## src/hw/prx_pkg.sv

```systemverilog
// Constants for the proximity mode, emitter pulse and emitter current registers.
// Assumes one 10 MHz core clock and a host reaching the registers over the two-wire bus.
// Operation
// - After power-up the sensor sits in standby and measures nothing.
// - Standby measures nothing but every register stays readable and writable.
// - The serial bus logic works in standby and in active mode alike.
// - Mode bit 1 picks standby (0, default) or active periodic measurement (1).
// - Writing 1 to mode bit 0 restores all defaults and forces standby.
// - Bit 4 clear caps results at 11 bits; set passes all 16 bits.
// - Bit 3 set subtracts the crosstalk offset from each result.
// - Bit 2 enables far/near transition status; clear suppresses it.
// - Bit 7 set selects the fast persistence check within one period.
// - Pulse bits 3:2 give duty 25..100%, bits 1:0 width 8..64 us.
// - Current bits 4:0 step about 6.67 mA; codes 111xx give 186 mA.
package prx_pkg;
    // Bus address and register offsets
    localparam logic [6:0] PRX_SLAVE_ADDR = 7'h23;
    localparam logic [7:0] PRX_OFS_MODE = 8'h81;
    localparam logic [7:0] PRX_OFS_PULSE = 8'h82;
    localparam logic [7:0] PRX_OFS_CURRENT = 8'h83;
    // Values after reset
    localparam logic [7:0] PRX_RST_MODE = 8'h00;
    localparam logic [7:0] PRX_RST_PULSE = 8'h0e;
    localparam logic [7:0] PRX_RST_CURRENT = 8'h0f;
    // Implemented bits; reserved bits read as zero
    localparam logic [7:0] PRX_MASK_MODE = 8'h9e;
    localparam logic [7:0] PRX_MASK_PULSE = 8'h0f;
    localparam logic [7:0] PRX_MASK_CURRENT = 8'h1f;
    // Mode field positions
    localparam int PRX_BIT_SRST = 0;
    localparam int PRX_BIT_ACTIVE = 1;
    localparam int PRX_BIT_TRANS = 2;
    localparam int PRX_BIT_OS = 3;
    localparam int PRX_BIT_WIDE = 4;
    localparam int PRX_BIT_FAST = 7;
    // Result shaping
    localparam int PRX_RES_W = 16;
    localparam logic [15:0] PRX_NARROW_MAX = 16'h07ff;
    // Current codes 111xx all select the top step
    localparam logic [4:0] PRX_CUR_TOP_CODE = 5'h1c;
    // Emitter on-time: shortest width, doubled per width code
    localparam int PRX_CLK_NS = 100;
    localparam int PRX_WIDTH_MIN_NS = 8000;
    localparam logic [9:0] PRX_WIDTH_MIN_CYC =
        10'((PRX_WIDTH_MIN_NS + PRX_CLK_NS - 1) / PRX_CLK_NS);
    // Serial byte length
    localparam logic [3:0] PRX_BYTE_BITS = 4'h8;
    typedef enum logic [2:0] {
        ST_IDLE, ST_ADDR, ST_PTR, ST_WDATA, ST_ACK, ST_RDATA, ST_RACK
    } prx_bus_st_t;
endpackage

```

## src/hw/prx_reg_if.sv

```systemverilog
// Interface between the serial front end and the register bank.
// Assumes both ends run on the same core clock.
`timescale 1ns/100ps
`default_nettype none
interface prx_reg_if;
    logic wr_en;
    logic [7:0] addr;
    logic [7:0] wdata;
    logic [7:0] rdata;
    logic [7:0] mode;
    logic [7:0] pulse;
    logic [7:0] current;
    logic srst;
    modport bus (output wr_en, addr, wdata, input rdata, mode, pulse, current, srst);
    modport bank (input wr_en, addr, wdata, output rdata, mode, pulse, current, srst);
endinterface
`default_nettype wire

```

## src/hw/prx_reg_bank.sv

```systemverilog
// Register bank: mode control, emitter pulse shape and emitter drive current.
// Assumes one-cycle write strobes from the serial front end on the core clock.
`timescale 1ns/100ps
`default_nettype none
module prx_reg_bank (
    // Clock, reset, enable
    input wire logic core_clk,
    input wire logic rst,
    input wire logic ce,
    // Register access
    prx_reg_if.bank regs
);
    import prx_pkg::*;

    logic [7:0] mode_reg;
    logic [7:0] pulse_reg;
    logic [7:0] current_reg;
    logic srst_reg;
    logic soft_hit;
    logic mode_wr;

    assign mode_wr = regs.wr_en && (regs.addr == PRX_OFS_MODE);
    assign soft_hit = mode_wr && regs.wdata[PRX_BIT_SRST];

    // Mode register; the reset bit is self-clearing so it always reads 0
    always_ff @(posedge core_clk) begin
        if (rst) begin
            mode_reg <= PRX_RST_MODE;
        end else if (ce) begin
            if (soft_hit) begin
                mode_reg <= PRX_RST_MODE;
            end else if (mode_wr) begin
                mode_reg <= regs.wdata & PRX_MASK_MODE;
            end
        end
    end

    // Emitter settings; a soft reset also returns them to defaults
    always_ff @(posedge core_clk) begin
        if (rst) begin
            pulse_reg <= PRX_RST_PULSE;
            current_reg <= PRX_RST_CURRENT;
        end else if (ce) begin
            if (soft_hit) begin
                pulse_reg <= PRX_RST_PULSE;
                current_reg <= PRX_RST_CURRENT;
            end else if (regs.wr_en && regs.addr == PRX_OFS_PULSE) begin
                pulse_reg <= regs.wdata & PRX_MASK_PULSE;
            end else if (regs.wr_en && regs.addr == PRX_OFS_CURRENT) begin
                current_reg <= regs.wdata & PRX_MASK_CURRENT;
            end
        end
    end

    // One-cycle notice so the rest of the sensor reloads its calibration
    always_ff @(posedge core_clk) begin
        if (rst) begin
            srst_reg <= 1'b0;
        end else if (ce) begin
            srst_reg <= soft_hit;
        end
    end

    // Read mux; unmapped offsets read zero and are answered in any mode
    always_comb begin
        case (regs.addr)
            PRX_OFS_MODE: regs.rdata = mode_reg;
            PRX_OFS_PULSE: regs.rdata = pulse_reg;
            PRX_OFS_CURRENT: regs.rdata = current_reg;
            default: regs.rdata = 8'h00;
        endcase
    end

    assign regs.mode = mode_reg;
    assign regs.pulse = pulse_reg;
    assign regs.current = current_reg;
    assign regs.srst = srst_reg;
endmodule
`default_nettype wire

```

## src/hw/prx_sensor_ctrl.sv

```systemverilog
// Top of the proximity control block: serial slave, register bank, result shaping.
// Assumes bus pins are synchronous to core_clk and oversampled well above SCL.
`timescale 1ns/100ps
`default_nettype none
module prx_sensor_ctrl (
    // Clock, reset, enable
    input wire logic core_clk,
    input wire logic rst,
    input wire logic ce,
    // Two-wire bus pins; the data line is open drain
    input wire logic scl_i,
    input wire logic sda_i,
    output logic sda_o,
    output logic sda_oe_n,
    // Measurement results from the converter
    input wire logic [prx_pkg::PRX_RES_W-1:0] raw_result,
    input wire logic raw_valid,
    input wire logic [prx_pkg::PRX_RES_W-1:0] xtalk_offset,
    output logic [prx_pkg::PRX_RES_W-1:0] result_data,
    output logic result_valid,
    // Transition status: bit 1 far-to-near, bit 0 near-to-far
    input wire logic [1:0] trans_in,
    output logic [1:0] trans_status,
    // Settings for the measurement engine and emitter driver
    output logic measure_active,
    output logic fast_persist,
    output logic [1:0] emitter_duty_field,
    output logic [1:0] emitter_width_field,
    output logic [9:0] emitter_on_cycles,
    output logic [4:0] emitter_drive_code,
    output logic soft_reset_pulse
);
    import prx_pkg::*;

    prx_reg_if regs ();

    prx_reg_bank u_bank (
        .core_clk(core_clk),
        .rst(rst),
        .ce(ce),
        .regs(regs.bank)
    );

    logic scl_q;
    logic sda_q;
    logic scl_rise;
    logic scl_fall;
    logic start_det;
    logic stop_det;
    prx_bus_st_t state_reg;
    prx_bus_st_t ret_reg;
    logic [3:0] cnt_reg;
    logic [7:0] shift_reg;
    logic [7:0] ptr_reg;
    logic ack_ok_reg;
    logic inc_reg;
    logic wr_reg;
    logic sda_oe_n_reg;
    logic sda_o_reg;

    // Previous pin levels for edge and condition detection
    always_ff @(posedge core_clk) begin
        if (rst) begin
            scl_q <= 1'b1;
            sda_q <= 1'b1;
        end else if (ce) begin
            scl_q <= scl_i;
            sda_q <= sda_i;
        end
    end

    assign scl_rise = scl_i && !scl_q;
    assign scl_fall = !scl_i && scl_q;
    assign start_det = scl_i && scl_q && sda_q && !sda_i;
    assign stop_det = scl_i && scl_q && !sda_q && sda_i;

    // Slave protocol; never gated by the measurement mode
    always_ff @(posedge core_clk) begin
        if (rst) begin
            state_reg <= ST_IDLE;
            ret_reg <= ST_IDLE;
            cnt_reg <= 4'h0;
            shift_reg <= 8'h00;
            ptr_reg <= 8'h00;
            ack_ok_reg <= 1'b0;
            inc_reg <= 1'b0;
            wr_reg <= 1'b0;
            sda_oe_n_reg <= 1'b1;
        end else if (ce) begin
            wr_reg <= 1'b0;
            if (start_det) begin
                state_reg <= ST_ADDR;
                cnt_reg <= 4'h0;
                sda_oe_n_reg <= 1'b1;
            end else if (stop_det) begin
                state_reg <= ST_IDLE;
                sda_oe_n_reg <= 1'b1;
            end else begin
                unique case (state_reg)
                    ST_IDLE: begin
                        cnt_reg <= 4'h0;
                    end
                    ST_ADDR, ST_PTR, ST_WDATA: begin
                        if (scl_rise) begin
                            shift_reg <= {shift_reg[6:0], sda_i};
                            cnt_reg <= cnt_reg + 4'h1;
                        end else if (scl_fall && cnt_reg == PRX_BYTE_BITS) begin
                            cnt_reg <= 4'h0;
                            sda_oe_n_reg <= 1'b0;
                            state_reg <= ST_ACK;
                            inc_reg <= 1'b0;
                            if (state_reg == ST_ADDR) begin
                                // Foreign address: stay off the bus until the next start
                                if (shift_reg[7:1] != PRX_SLAVE_ADDR) begin
                                    state_reg <= ST_IDLE;
                                    sda_oe_n_reg <= 1'b1;
                                end
                                ret_reg <= shift_reg[0] ? ST_RDATA : ST_PTR;
                            end else if (state_reg == ST_PTR) begin
                                ptr_reg <= shift_reg;
                                ret_reg <= ST_WDATA;
                            end else begin
                                wr_reg <= 1'b1;
                                inc_reg <= 1'b1;
                                ret_reg <= ST_WDATA;
                            end
                        end
                    end
                    ST_ACK: begin
                        if (scl_fall) begin
                            state_reg <= ret_reg;
                            if (ret_reg == ST_RDATA) begin
                                shift_reg <= regs.rdata;
                                sda_oe_n_reg <= regs.rdata[7];
                                cnt_reg <= 4'h1;
                                ptr_reg <= ptr_reg + 8'h01;
                            end else begin
                                sda_oe_n_reg <= 1'b1;
                                if (inc_reg) begin
                                    ptr_reg <= ptr_reg + 8'h01;
                                end
                            end
                        end
                    end
                    ST_RDATA: begin
                        if (scl_fall) begin
                            if (cnt_reg == PRX_BYTE_BITS) begin
                                sda_oe_n_reg <= 1'b1;
                                state_reg <= ST_RACK;
                            end else begin
                                shift_reg <= {shift_reg[6:0], 1'b0};
                                sda_oe_n_reg <= shift_reg[6];
                                cnt_reg <= cnt_reg + 4'h1;
                            end
                        end
                    end
                    ST_RACK: begin
                        if (scl_rise) begin
                            ack_ok_reg <= !sda_i;
                        end else if (scl_fall) begin
                            if (ack_ok_reg) begin
                                shift_reg <= regs.rdata;
                                sda_oe_n_reg <= regs.rdata[7];
                                cnt_reg <= 4'h1;
                                ptr_reg <= ptr_reg + 8'h01;
                                state_reg <= ST_RDATA;
                            end else begin
                                state_reg <= ST_IDLE;
                            end
                        end
                    end
                    default: begin
                        state_reg <= ST_IDLE;
                        sda_oe_n_reg <= 1'b1;
                    end
                endcase
            end
        end
    end

    // Open drain: the data level is always low, only the enable moves
    always_ff @(posedge core_clk) begin
        if (rst) begin
            sda_o_reg <= 1'b0;
        end else begin
            sda_o_reg <= 1'b0;
        end
    end

    assign regs.wr_en = wr_reg;
    assign regs.addr = ptr_reg;
    assign regs.wdata = shift_reg;
    assign sda_o = sda_o_reg;
    assign sda_oe_n = sda_oe_n_reg;

    // Settings registered once more so every output comes from a flop
    always_ff @(posedge core_clk) begin
        if (rst) begin
            measure_active <= 1'b0;
            fast_persist <= 1'b0;
            emitter_duty_field <= PRX_RST_PULSE[3:2];
            emitter_width_field <= PRX_RST_PULSE[1:0];
            emitter_on_cycles <= PRX_WIDTH_MIN_CYC << PRX_RST_PULSE[1:0];
            emitter_drive_code <= PRX_RST_CURRENT[4:0];
            soft_reset_pulse <= 1'b0;
        end else if (ce) begin
            measure_active <= regs.mode[PRX_BIT_ACTIVE];
            fast_persist <= regs.mode[PRX_BIT_FAST];
            emitter_duty_field <= regs.pulse[3:2];
            emitter_width_field <= regs.pulse[1:0];
            emitter_on_cycles <= PRX_WIDTH_MIN_CYC << regs.pulse[1:0];
            // The top step is shared by four codes, so collapse them
            emitter_drive_code <= (regs.current[4:2] == 3'h7) ? PRX_CUR_TOP_CODE
                : regs.current[4:0];
            soft_reset_pulse <= regs.srst;
        end
    end

    // Offset removal floors at zero rather than wrapping
    logic [PRX_RES_W-1:0] diff;
    assign diff = !regs.mode[PRX_BIT_OS] ? raw_result
        : (raw_result > xtalk_offset ? raw_result - xtalk_offset : '0);

    // Results pass only in active mode; standby drops them
    always_ff @(posedge core_clk) begin
        if (rst) begin
            result_data <= '0;
            result_valid <= 1'b0;
        end else if (ce) begin
            result_valid <= raw_valid && regs.mode[PRX_BIT_ACTIVE];
            if (raw_valid && regs.mode[PRX_BIT_ACTIVE]) begin
                result_data <= regs.mode[PRX_BIT_WIDE] ? diff
                    : (diff > PRX_NARROW_MAX ? PRX_NARROW_MAX : diff);
            end
        end
    end

    // Transition status is blanked while reporting is off
    always_ff @(posedge core_clk) begin
        if (rst) begin
            trans_status <= 2'h0;
        end else if (ce) begin
            trans_status <= regs.mode[PRX_BIT_TRANS] ? trans_in : 2'h0;
        end
    end

    logic take_res;
    assign take_res = ce && raw_valid && regs.mode[PRX_BIT_ACTIVE];
endmodule
`default_nettype wire

```

## config.mk

```make
export PLATFORM = sky130hd
export DESIGN_NAME = prx_sensor_ctrl
export DESIGN_NICKNAME = d
export VERILOG_FILES = /design/src/hw/prx_pkg.sv /design/src/hw/prx_reg_if.sv /design/src/hw/prx_reg_bank.sv /design/src/hw/prx_sensor_ctrl.sv
export SDC_FILE = /design/constraint.sdc
export NUM_CORES = 1
export LEC_CHECK = 0
export ABC_CLOCK_PERIOD_IN_PS = 3700
export BUFFER_PORTS_ARGS = -buffer_cell sky130_fd_sc_hd__buf_4
export CAP_MARGIN = 30
export CORE_MARGIN = 2
export CORE_UTILIZATION = 43
export CTS_CLUSTER_SIZE = 24
export DETAILED_ROUTE_END_ITERATION = 7
export PLACE_DENSITY = 0.6
export SLEW_MARGIN = 5
export SYNTH_ARGS = -nofsm -noshare
export SYNTH_HDL_FRONTEND = slang
export SYNTH_SLANG_ARGS = --single-unit
```

## constraint.sdc

```tcl
create_clock -name core_clk -period 3.7 [get_ports core_clk]
set_clock_uncertainty 0.15 [all_clocks]
set_input_delay 0.37 -clock core_clk [delete_from_list [all_inputs] [get_ports core_clk]]
set_output_delay 0.37 -clock core_clk [all_outputs]
set_load 0.01 [all_outputs]
```

==> out/qor.yml, run 1 <==
ant_nets: 0
synth_compound_area_frac: 0.280
cpMostUsedCell: "a21oi_2"
synth_mux_area_frac: 0.0254
finalSetupViolCount: 0
synth-edff-count: 0
wire_per_inst_um: 16.0
combPwrFrac: 0.137
switching_share: 0.258
busiest_layer: "met2"
r2r-start: "state_reg[2]$_SDFFE_PP0P_"
h-tree-depth: 3
placed_cell_area_um2: 5740
async_flop_share: 0
synth-seq-cells: 83
chipWidth_um: 114
grt_pass1_vias: 4594
rsz0062_at_grt: "no"
path_max_fanout: 15
final_common_cell: "nor2_1"
setup_tns_ns: 0
area_growth_pct: 16.6
path_class: "primary input to register"
layout_common_cells: "nor2_1 (91), dfxtp_1 (83), buf_4 (80)"
postCtsSetupBuffers: 0
ff2ff_path_depth: 8
power_switching_uw: 539
io_pins: 83
final_nets: 760
die_h_um: 114
total_power_mw: 2.09
yosysWarnings: 0
synthFlopType: "dfxtp_1"
syn_avg_cell_area_um2: 8.04
cp.arrival_ns: 2.95
post-route-util: 0.509
netlist_area_um2: 5180
cts_root_buf: "clkbuf_16"
tightest_slew_ns: 0.883
antenna_found_initial: 0
gr-usage-met1: 0.295
hold_viol_final: 0
cp_data_required_time_ns: 3.82
dp_slack_ns: 0.522
met3_usage: 0.0351
initial_core_util: 0.436
synth.yosys.seq_area_share: 0.321
clock_sinks: 83
drc: 0
drt_pre_antenna_iters: 5
fin_ws_ns: 0.865
critical_path.max_stage_delay_ns: 0.49
fmax_ghz: 0.353
grtUsageMet2: 0.336
viasPerCell: 5.74
largest_reg_flops: 16
path_clk_slew_ns: 0.06
stdcell_area_um2: 6040
grt.overflow.total: 0
drive_gt1_frac: 0.191
numCtsBuffers: 9
synth_top_family_by_area: "compound AO/OA/AOI/OAI gates"
die_area_um2: 12900
ys_types: 84
hp-class: "primary input to register"
rows: 40
p_int_mw: 1.55
slew_headroom: 0.410
synth_xor_area_frac: 0.0203
io_buffers: 77
place.gp.congestion: 0.890
track_usage: 0.210
crit_path_start_kind: "primary input"
power_density_nw_per_um2: 346
grt_pass1_wl_um: 22400
fin_crit_sh: 0.766
syn-instance-count: 644
grt_max_degree: 70
whs_ns: 0.144
pwr-share-clk: 0.428
drt-initial-drc-count: 328
status: "completed"
critPathSlowestCell: "a21oi_2"
dp_cells: 834
cts_hold_buf: 0
crit_chain: "buf_4 > inv_1 > ha_1 > fa_1 > or2b_1 > a21oi_2 > a221oi_2 > o22a_2 > a21oi_2 > nor3_1 > a21oi_4"
crit_start: "raw_result[0]"
routed_wl_um: 13600
vias: 4877
p_leak_nw: 2.40
dpl.hpwl_um: 9860
reg2reg_to: "state_reg[2]$_SDFFE_PP0P_"
pwr-share-seq: 0.434
maxCapViolations: 0
synth_fa_ha_area_frac: 0.0546
clk_path_buf_depth: 2
diodes: 0
cts_tree: "built"
fin_cells: 850
r2r_slack_ns: 0.90
yosys.area_share.simple: 0.229
ctsResizeCount: 0
clk_latency_ns: 0.34
min_period_ns: 2.83
core-area_um2: 11900
peakVddDrop_mv: 0.293
end_kind: "register"
drv_slew: 0
worstSetupEndpoint: "result_data[1]$_SDFFE_PP0P_"
==> how the worst min path moves through the flow <==
stage / from / to / cells past startpoint
4_1_cts: sda_i / sda_q$_SDFFE_PP1P_ / 2
5_1_grt: sda_i / sda_q$_SDFFE_PP1P_ / 2
3_3_place_gp: emitter_width_field[1]$_SDFFE_PP1P_ / emitter_width_field[1]$_SDFFE_PP1P_ / 1
6_report: sda_i / sda_q$_SDFFE_PP1P_ / 2
2_1_floorplan: cnt_reg[3]$_SDFFE_PP0P_ / cnt_reg[3]$_SDFFE_PP0P_ / 1
3_5_place_dp: trans_status[0]$_SDFFE_PP0P_ / trans_status[0]$_SDFFE_PP0P_ / 2
==> worst max-delay path, delay by kind of cell <==
family          cells  cell delay [ns]
fa+ha+maj           2             0.63
simple gates        2             0.42
buf+inv             2             0.12
compound gates      5             1.41
==> area by class of cell <==
type	count	area (um2)
fillers	1137	5820
multi-input cells	492	3180
flip-flops and latches	83	1660
repair buffers	80	601
clock buffers	10	229
well taps	147	184
inverters	32	120
clock inverters	6	66.3
==> cells in the mapped netlist, types with 12 or more instances <==
cell type  instances  area, um2
nand3_1           18       90.1
ha_1              21        263
nand2b_1          14       87.6
mux2i_1           12        120
nor2_1            91        342
clkbuf_1          19       71.3
a21oi_1           44        220
inv_1             29        109
nor3_1            16       80.1
nand2_1           40        150
o21ai_0           34        170
a21oi_2           13        114
dfxtp_1           83       1660
a211o_1           16        140
==> logic make-up after synthesis <==
| family | Yosys count |
|---|---|
| other | 1 |
| buffers and inverters | 73 |
| AND/OR/NAND/NOR | 241 |
| XOR/XNOR | 12 |
| multiplexers | 13 |
| adder cells (fa/ha/maj) | 22 |
| AO/OA/AOI/OAI | 199 |
| flip-flops | 83 |
==> metal layers <==
layer / vias up / part of all wire
met5: - / 0
met1: 2304 / 0.48
met3: 9 / 0.046
li1: 2421 / -
met2: 143 / 0.46
met4: 0 / 0.0097
==> power by group through the flow <==
stage / clock network [mW] / registers, mW / logic (mW)
finish: 0.894 / 0.906 / 0.286
floorplan: 0 / 0.927 / 0.201
detailed placement: 0 / 0.926 / 0.283
global route: 0.948 / 0.907 / 0.312
CTS: 0.915 / 0.906 / 0.284
global placement: 0 / 0.926 / 0.278
(Power assumes the default switching activity.)
==> run 2, diff against run 1 <==
- ABC_CLOCK_PERIOD_IN_PS: 3700 -> 2840
- clock period: 3.7 -> 2.84 ns (I/O delays scaled with it)
==> run 2 against run 1 <==
Effect of this change: non-clock buffer count rose by 25; die area did not move; hold slack got worse by 0.085 ns; setup slack got worse by 0.63 ns; final area rose by 3.6%; register-to-register slack got worse by 0.67 ns.
==> out/qor.yml, run 2 (same netlist as run 1, synthesis figures left out) <==
io_pins: 83
track_usage: 0.217
drc: 0
path_class: "register to register"
area_growth_pct: 20.8
chipWidth_um: 114
peakVddDrop_mv: 0.349
met1_length_um: 6490
top_layer: "met4"
r2r_slack_ns: 0.23
cp_data_required_time_ns: 2.92
clock_sinks: 83
wl_met2_um: 6470
drt_pre_antenna_iters: 5
clk_path_buf_depth: 2
stdcell_area_um2: 6250
grt_max_degree: 50
fin_crit_sh: 0.918
grt.overflow.total: 0
ff2ff_path_depth: 10
antenna_found_initial: 0
placed_cell_area_um2: 5930
path_max_fanout: 6
tightest_slew_ns: 0.978
finalSetupViolCount: 0
ant_nets: 0
h-tree-depth: 3
initial_core_util: 0.436
io_buffers: 77
hp-class: "primary input to register"
setup_tns_ns: 0
end_kind: "register"
viasPerCell: 5.66
maxCapViolations: 0
routed_wl_um: 13800
r2r-start: "cnt_reg[0]$_SDFFE_PP0P_"
slew_headroom: 0.347
vias: 4954
dpl.hpwl_um: 10400
drv_slew: 0
total_power_mw: 2.85
min_period_ns: 2.61
reg2reg_to: "cnt_reg[3]$_SDFFE_PP0P_"
cts_root_buf: "clkbuf_16"
numCtsBuffers: 9
path_clk_slew_ns: 0.07
fmax_ghz: 0.384
p_leak_nw: 2.54
cp.arrival_ns: 2.68
ctsResizeCount: 0
diodes: 0
cts_hold_buf: 0
rows: 40
die_area_um2: 12900
wire_per_inst_um: 15.8
postCtsSetupBuffers: 0
drt-initial-drc-count: 377
place.gp.congestion: 0.906
hold_viol_final: 0
grt_pass1_vias: 4787
final_common_cell: "buf_4"
final_nets: 785
cts_tree: "built"
drive_gt1_frac: 0.220
clk_latency_ns: 0.34
rsz0062_at_grt: "no"
power_density_nw_per_um2: 455
crit_start: "cnt_reg[0]$_SDFFE_PP0P_"
core-area_um2: 11900
worstSetupEndpoint: "cnt_reg[3]$_SDFFE_PP0P_"
wl_met3_um: 689
grt_pass1_wl_um: 23100
die_h_um: 114
status: "completed"
crit_path_start_kind: "register"
layout_common_cells: "buf_4 (105), nor2_1 (91), dfxtp_1 (83)"
largest_reg_flops: 16
==> run 2: cell types whose count changed in the layout (fill, tap and decap cells not counted), sizes merged <==
| cell | before | now |
|---|---|---|
| clkbuf | 10 | 9 |
| bufinv | 1 | 2 |
| buf | 80 | 105 |
| inv | 31 | 32 |
| clkinv | 3 | 2 |
==> run 2: cell type report <==
type | instances | area, um2
multi-input cells | 492 | 3180
repair buffers | 105 | 788
clock buffers | 9 | 225
clock inverters | 7 | 100
flip-flops and latches | 83 | 1660
inverters | 32 | 120
well taps | 147 | 184
fillers | 1115 | 5610
==> run 2: stage by stage <==
step / std cells / hold WS (ns) / setup slack, ns / util
detailed placement: 859 / 0.304 / -0.0511 / 0.500
finish: 875 / 0.0585 / 0.234 / 0.527
CTS: 875 / 0.0482 / 0.255 / 0.527
global placement: 859 / 0.299 / 0.0393 / 0.500
floorplan: 648 / 0.256 / 0.203 / -
global route: 875 / 0.0693 / 0.0352 / 0.527
==> run 2: worst min-delay path by stage <==
stage / slack (ns) / start / depth (start not counted) / end
global placement: 0.30 / emitter_width_field[1]$_SDFFE_PP1P_ / 1 / emitter_width_field[1]$_SDFFE_PP1P_
floorplan: 0.26 / scl_i / 1 / scl_q$_SDFFE_PP1P_
finish: 0.06 / sda_i / 2 / sda_q$_SDFFE_PP1P_
CTS: 0.05 / sda_i / 2 / sda_q$_SDFFE_PP1P_
global route: 0.07 / sda_i / 2 / sda_q$_SDFFE_PP1P_
detailed placement: 0.30 / trans_status[0]$_SDFFE_PP0P_ / 2 / trans_status[0]$_SDFFE_PP0P_
==> run 2: critical path, stage by stage (launching register included) <==
cell,delay (ns)
dfxtp_1,0.44
inv_1,0.09
ha_1,0.21
nand3b_1,0.09
mux2i_1,0.08
o21ai_1,0.27
a21oi_1,0.11
or4_1,0.58
nor2b_1,0.20
o21ai_0,0.20
o21ai_1,0.09
==> run 2: layer usage <==
layer  vias to the layer above  global-route usage
li1                       2467                   -
met1                      2327               0.296
met2                       145               0.353
met3                        15              0.0436
met4                         0              0.0561
met5                         -                   0
==> run 2: power by group <==
part           leakage (nW)  internal (mW)  switching, mW
sequential            0.671           1.17        0.00785
combinational          1.72          0.179          0.216
clock                 0.148          0.775          0.497
==> run 3, diff against run 2 <==
- CORE_UTILIZATION: 43 -> 50
- CTS_CLUSTER_SIZE: 24 -> 8
- PLACE_DENSITY: 0.6 -> 0.69
==> run 3 against run 2 <==
Effect of this change: clock power decreased by 26%; flip-flop and latch count unchanged; utilization increased by 7.9 points; combinational power increased by 3%; critical path depth unchanged; final cell count decreased by 0.57%; sequential power about the same; non-clock buffer count increased by 6; wire length increased by 0.96%; die area decreased by 14%; fmax increased by 1.5%; count of clock-buffer cells in the layout increased by 1; highest routed layer unchanged.
==> out/qor.yml, run 3 (same netlist as run 1, synthesis figures left out) <==
fin_crit_sh: 0.904
fin_ws_ns: 0.272
whs_ns: 0.0340
cts_tree: "built"
hp-class: "primary input to register"
ctsResizeCount: 0
hold_viol_final: 0
slew_headroom: 0.602
ff2ff_path_depth: 10
peakVddDrop_mv: 0.300
cts_hold_buf: 0
dpl.hpwl_um: 10500
post-route-util: 0.607
vias: 5003
path_class: "register to register"
fmax_ghz: 0.389
routed_wl_um: 14000
path_max_fanout: 6
drive_gt1_frac: 0.225
dp_cells: 854
h-tree-depth: 3
initial_core_util: 0.508
power_density_nw_per_um2: 409
postCtsSetupBuffers: 0
chipWidth_um: 106
path_clk_slew_ns: 0.10
ant_nets: 0
placed_cell_area_um2: 5960
track_usage: 0.253
rows: 37
drt-initial-drc-count: 346
die_area_um2: 11200
finalSetupViolCount: 0
setup_tns_ns: 0
final_nets: 791
antenna_found_initial: 0
min_delay_path_depth: 2
viasPerCell: 5.75
maxCapViolations: 0
grt_pass1_wl_um: 23300
io_buffers: 77
status: "completed"
clock_sinks: 83
cp.arrival_ns: 2.67
p_leak_nw: 2.53
total_power_mw: 2.53
end_kind: "register"
layout_common_cells: "buf_4 (111), nor2_1 (91), dfxtp_1 (83)"
place.gp.congestion: 0.927
grt_pass1_vias: 4763
drc: 0
min_period_ns: 2.57
numCtsBuffers: 9
cp_data_required_time_ns: 2.94
final_common_cell: "buf_4"
rsz0062_at_grt: "no"
drv_slew: 0
area_growth_pct: 19.3
crit_path_start_kind: "register"
grt.overflow.total: 0
grt_max_degree: 59
largest_reg_flops: 16
clk_path_buf_depth: 2
core-area_um2: 10200
wire_per_inst_um: 16.0
dp_slack_ns: -0.0900
fin_cells: 870
io_pins: 83
die_h_um: 106
drt_pre_antenna_iters: 5
cts_root_buf: "clkbuf_8"
tightest_slew_ns: 0.597
clk_latency_ns: 0.36
stdcell_area_um2: 6180
diodes: 0
[run 3: changes by cell type in the layout (fill, tap and decap cells not counted), sizes merged]
cell and change:
clkinvlp -1, clkbuf +1, buf +6
[run 3: critical path, stage by stage, from the launching register on]
cell	delay, ns
dfxtp_1	0.43
inv_1	0.09
ha_1	0.21
nand3b_1	0.11
mux2i_1	0.08
o21ai_1	0.27
a21oi_1	0.10
or4_1	0.58
nor2b_1	0.19
o21ai_0	0.18
o21ai_1	0.08
[run 3: metal layers]
metal  part of all wire  global-route usage  wire (um)  up-vias
met5                  0                   0          0        -
met4              0.010              0.0602        146        0
met3              0.054              0.0414        751       11
met2               0.45               0.403       6290      155
met1               0.48               0.360       6760     2351
li1                   -                   -          -     2486
[run 3: power by group]
part	total, mW	internal [mW]	switching, mW
registers	1.18	1.17	0.00791
clock network	0.943	0.498	0.446
logic	0.405	0.187	0.218
[run 3: cell type report]
type / count / area [um2]
clock buffer: 10 / 128
clock inverter: 6 / 88.8
fill: 923 / 4010
inverter: 32 / 120
multi-input combinational: 492 / 3180
sequential: 83 / 1660
tap: 136 / 170
timing repair buffer: 111 / 833
[run 3: final timing paths]
check	from	endpoint	slack [ns]
worst max register to register	cnt_reg[0]$_SDFFE_PP0P_	cnt_reg[2]$_SDFFE_PP0P_	0.27
worst min-delay path	scl_i	scl_q$_SDFFE_PP1P_	0.03
worst max-delay path	cnt_reg[0]$_SDFFE_PP0P_	cnt_reg[2]$_SDFFE_PP0P_	0.27
worst min register to register	emitter_on_cycles[9]$_SDFFE_PP0P_	emitter_on_cycles[9]$_SDFFE_PP0P_	0.32
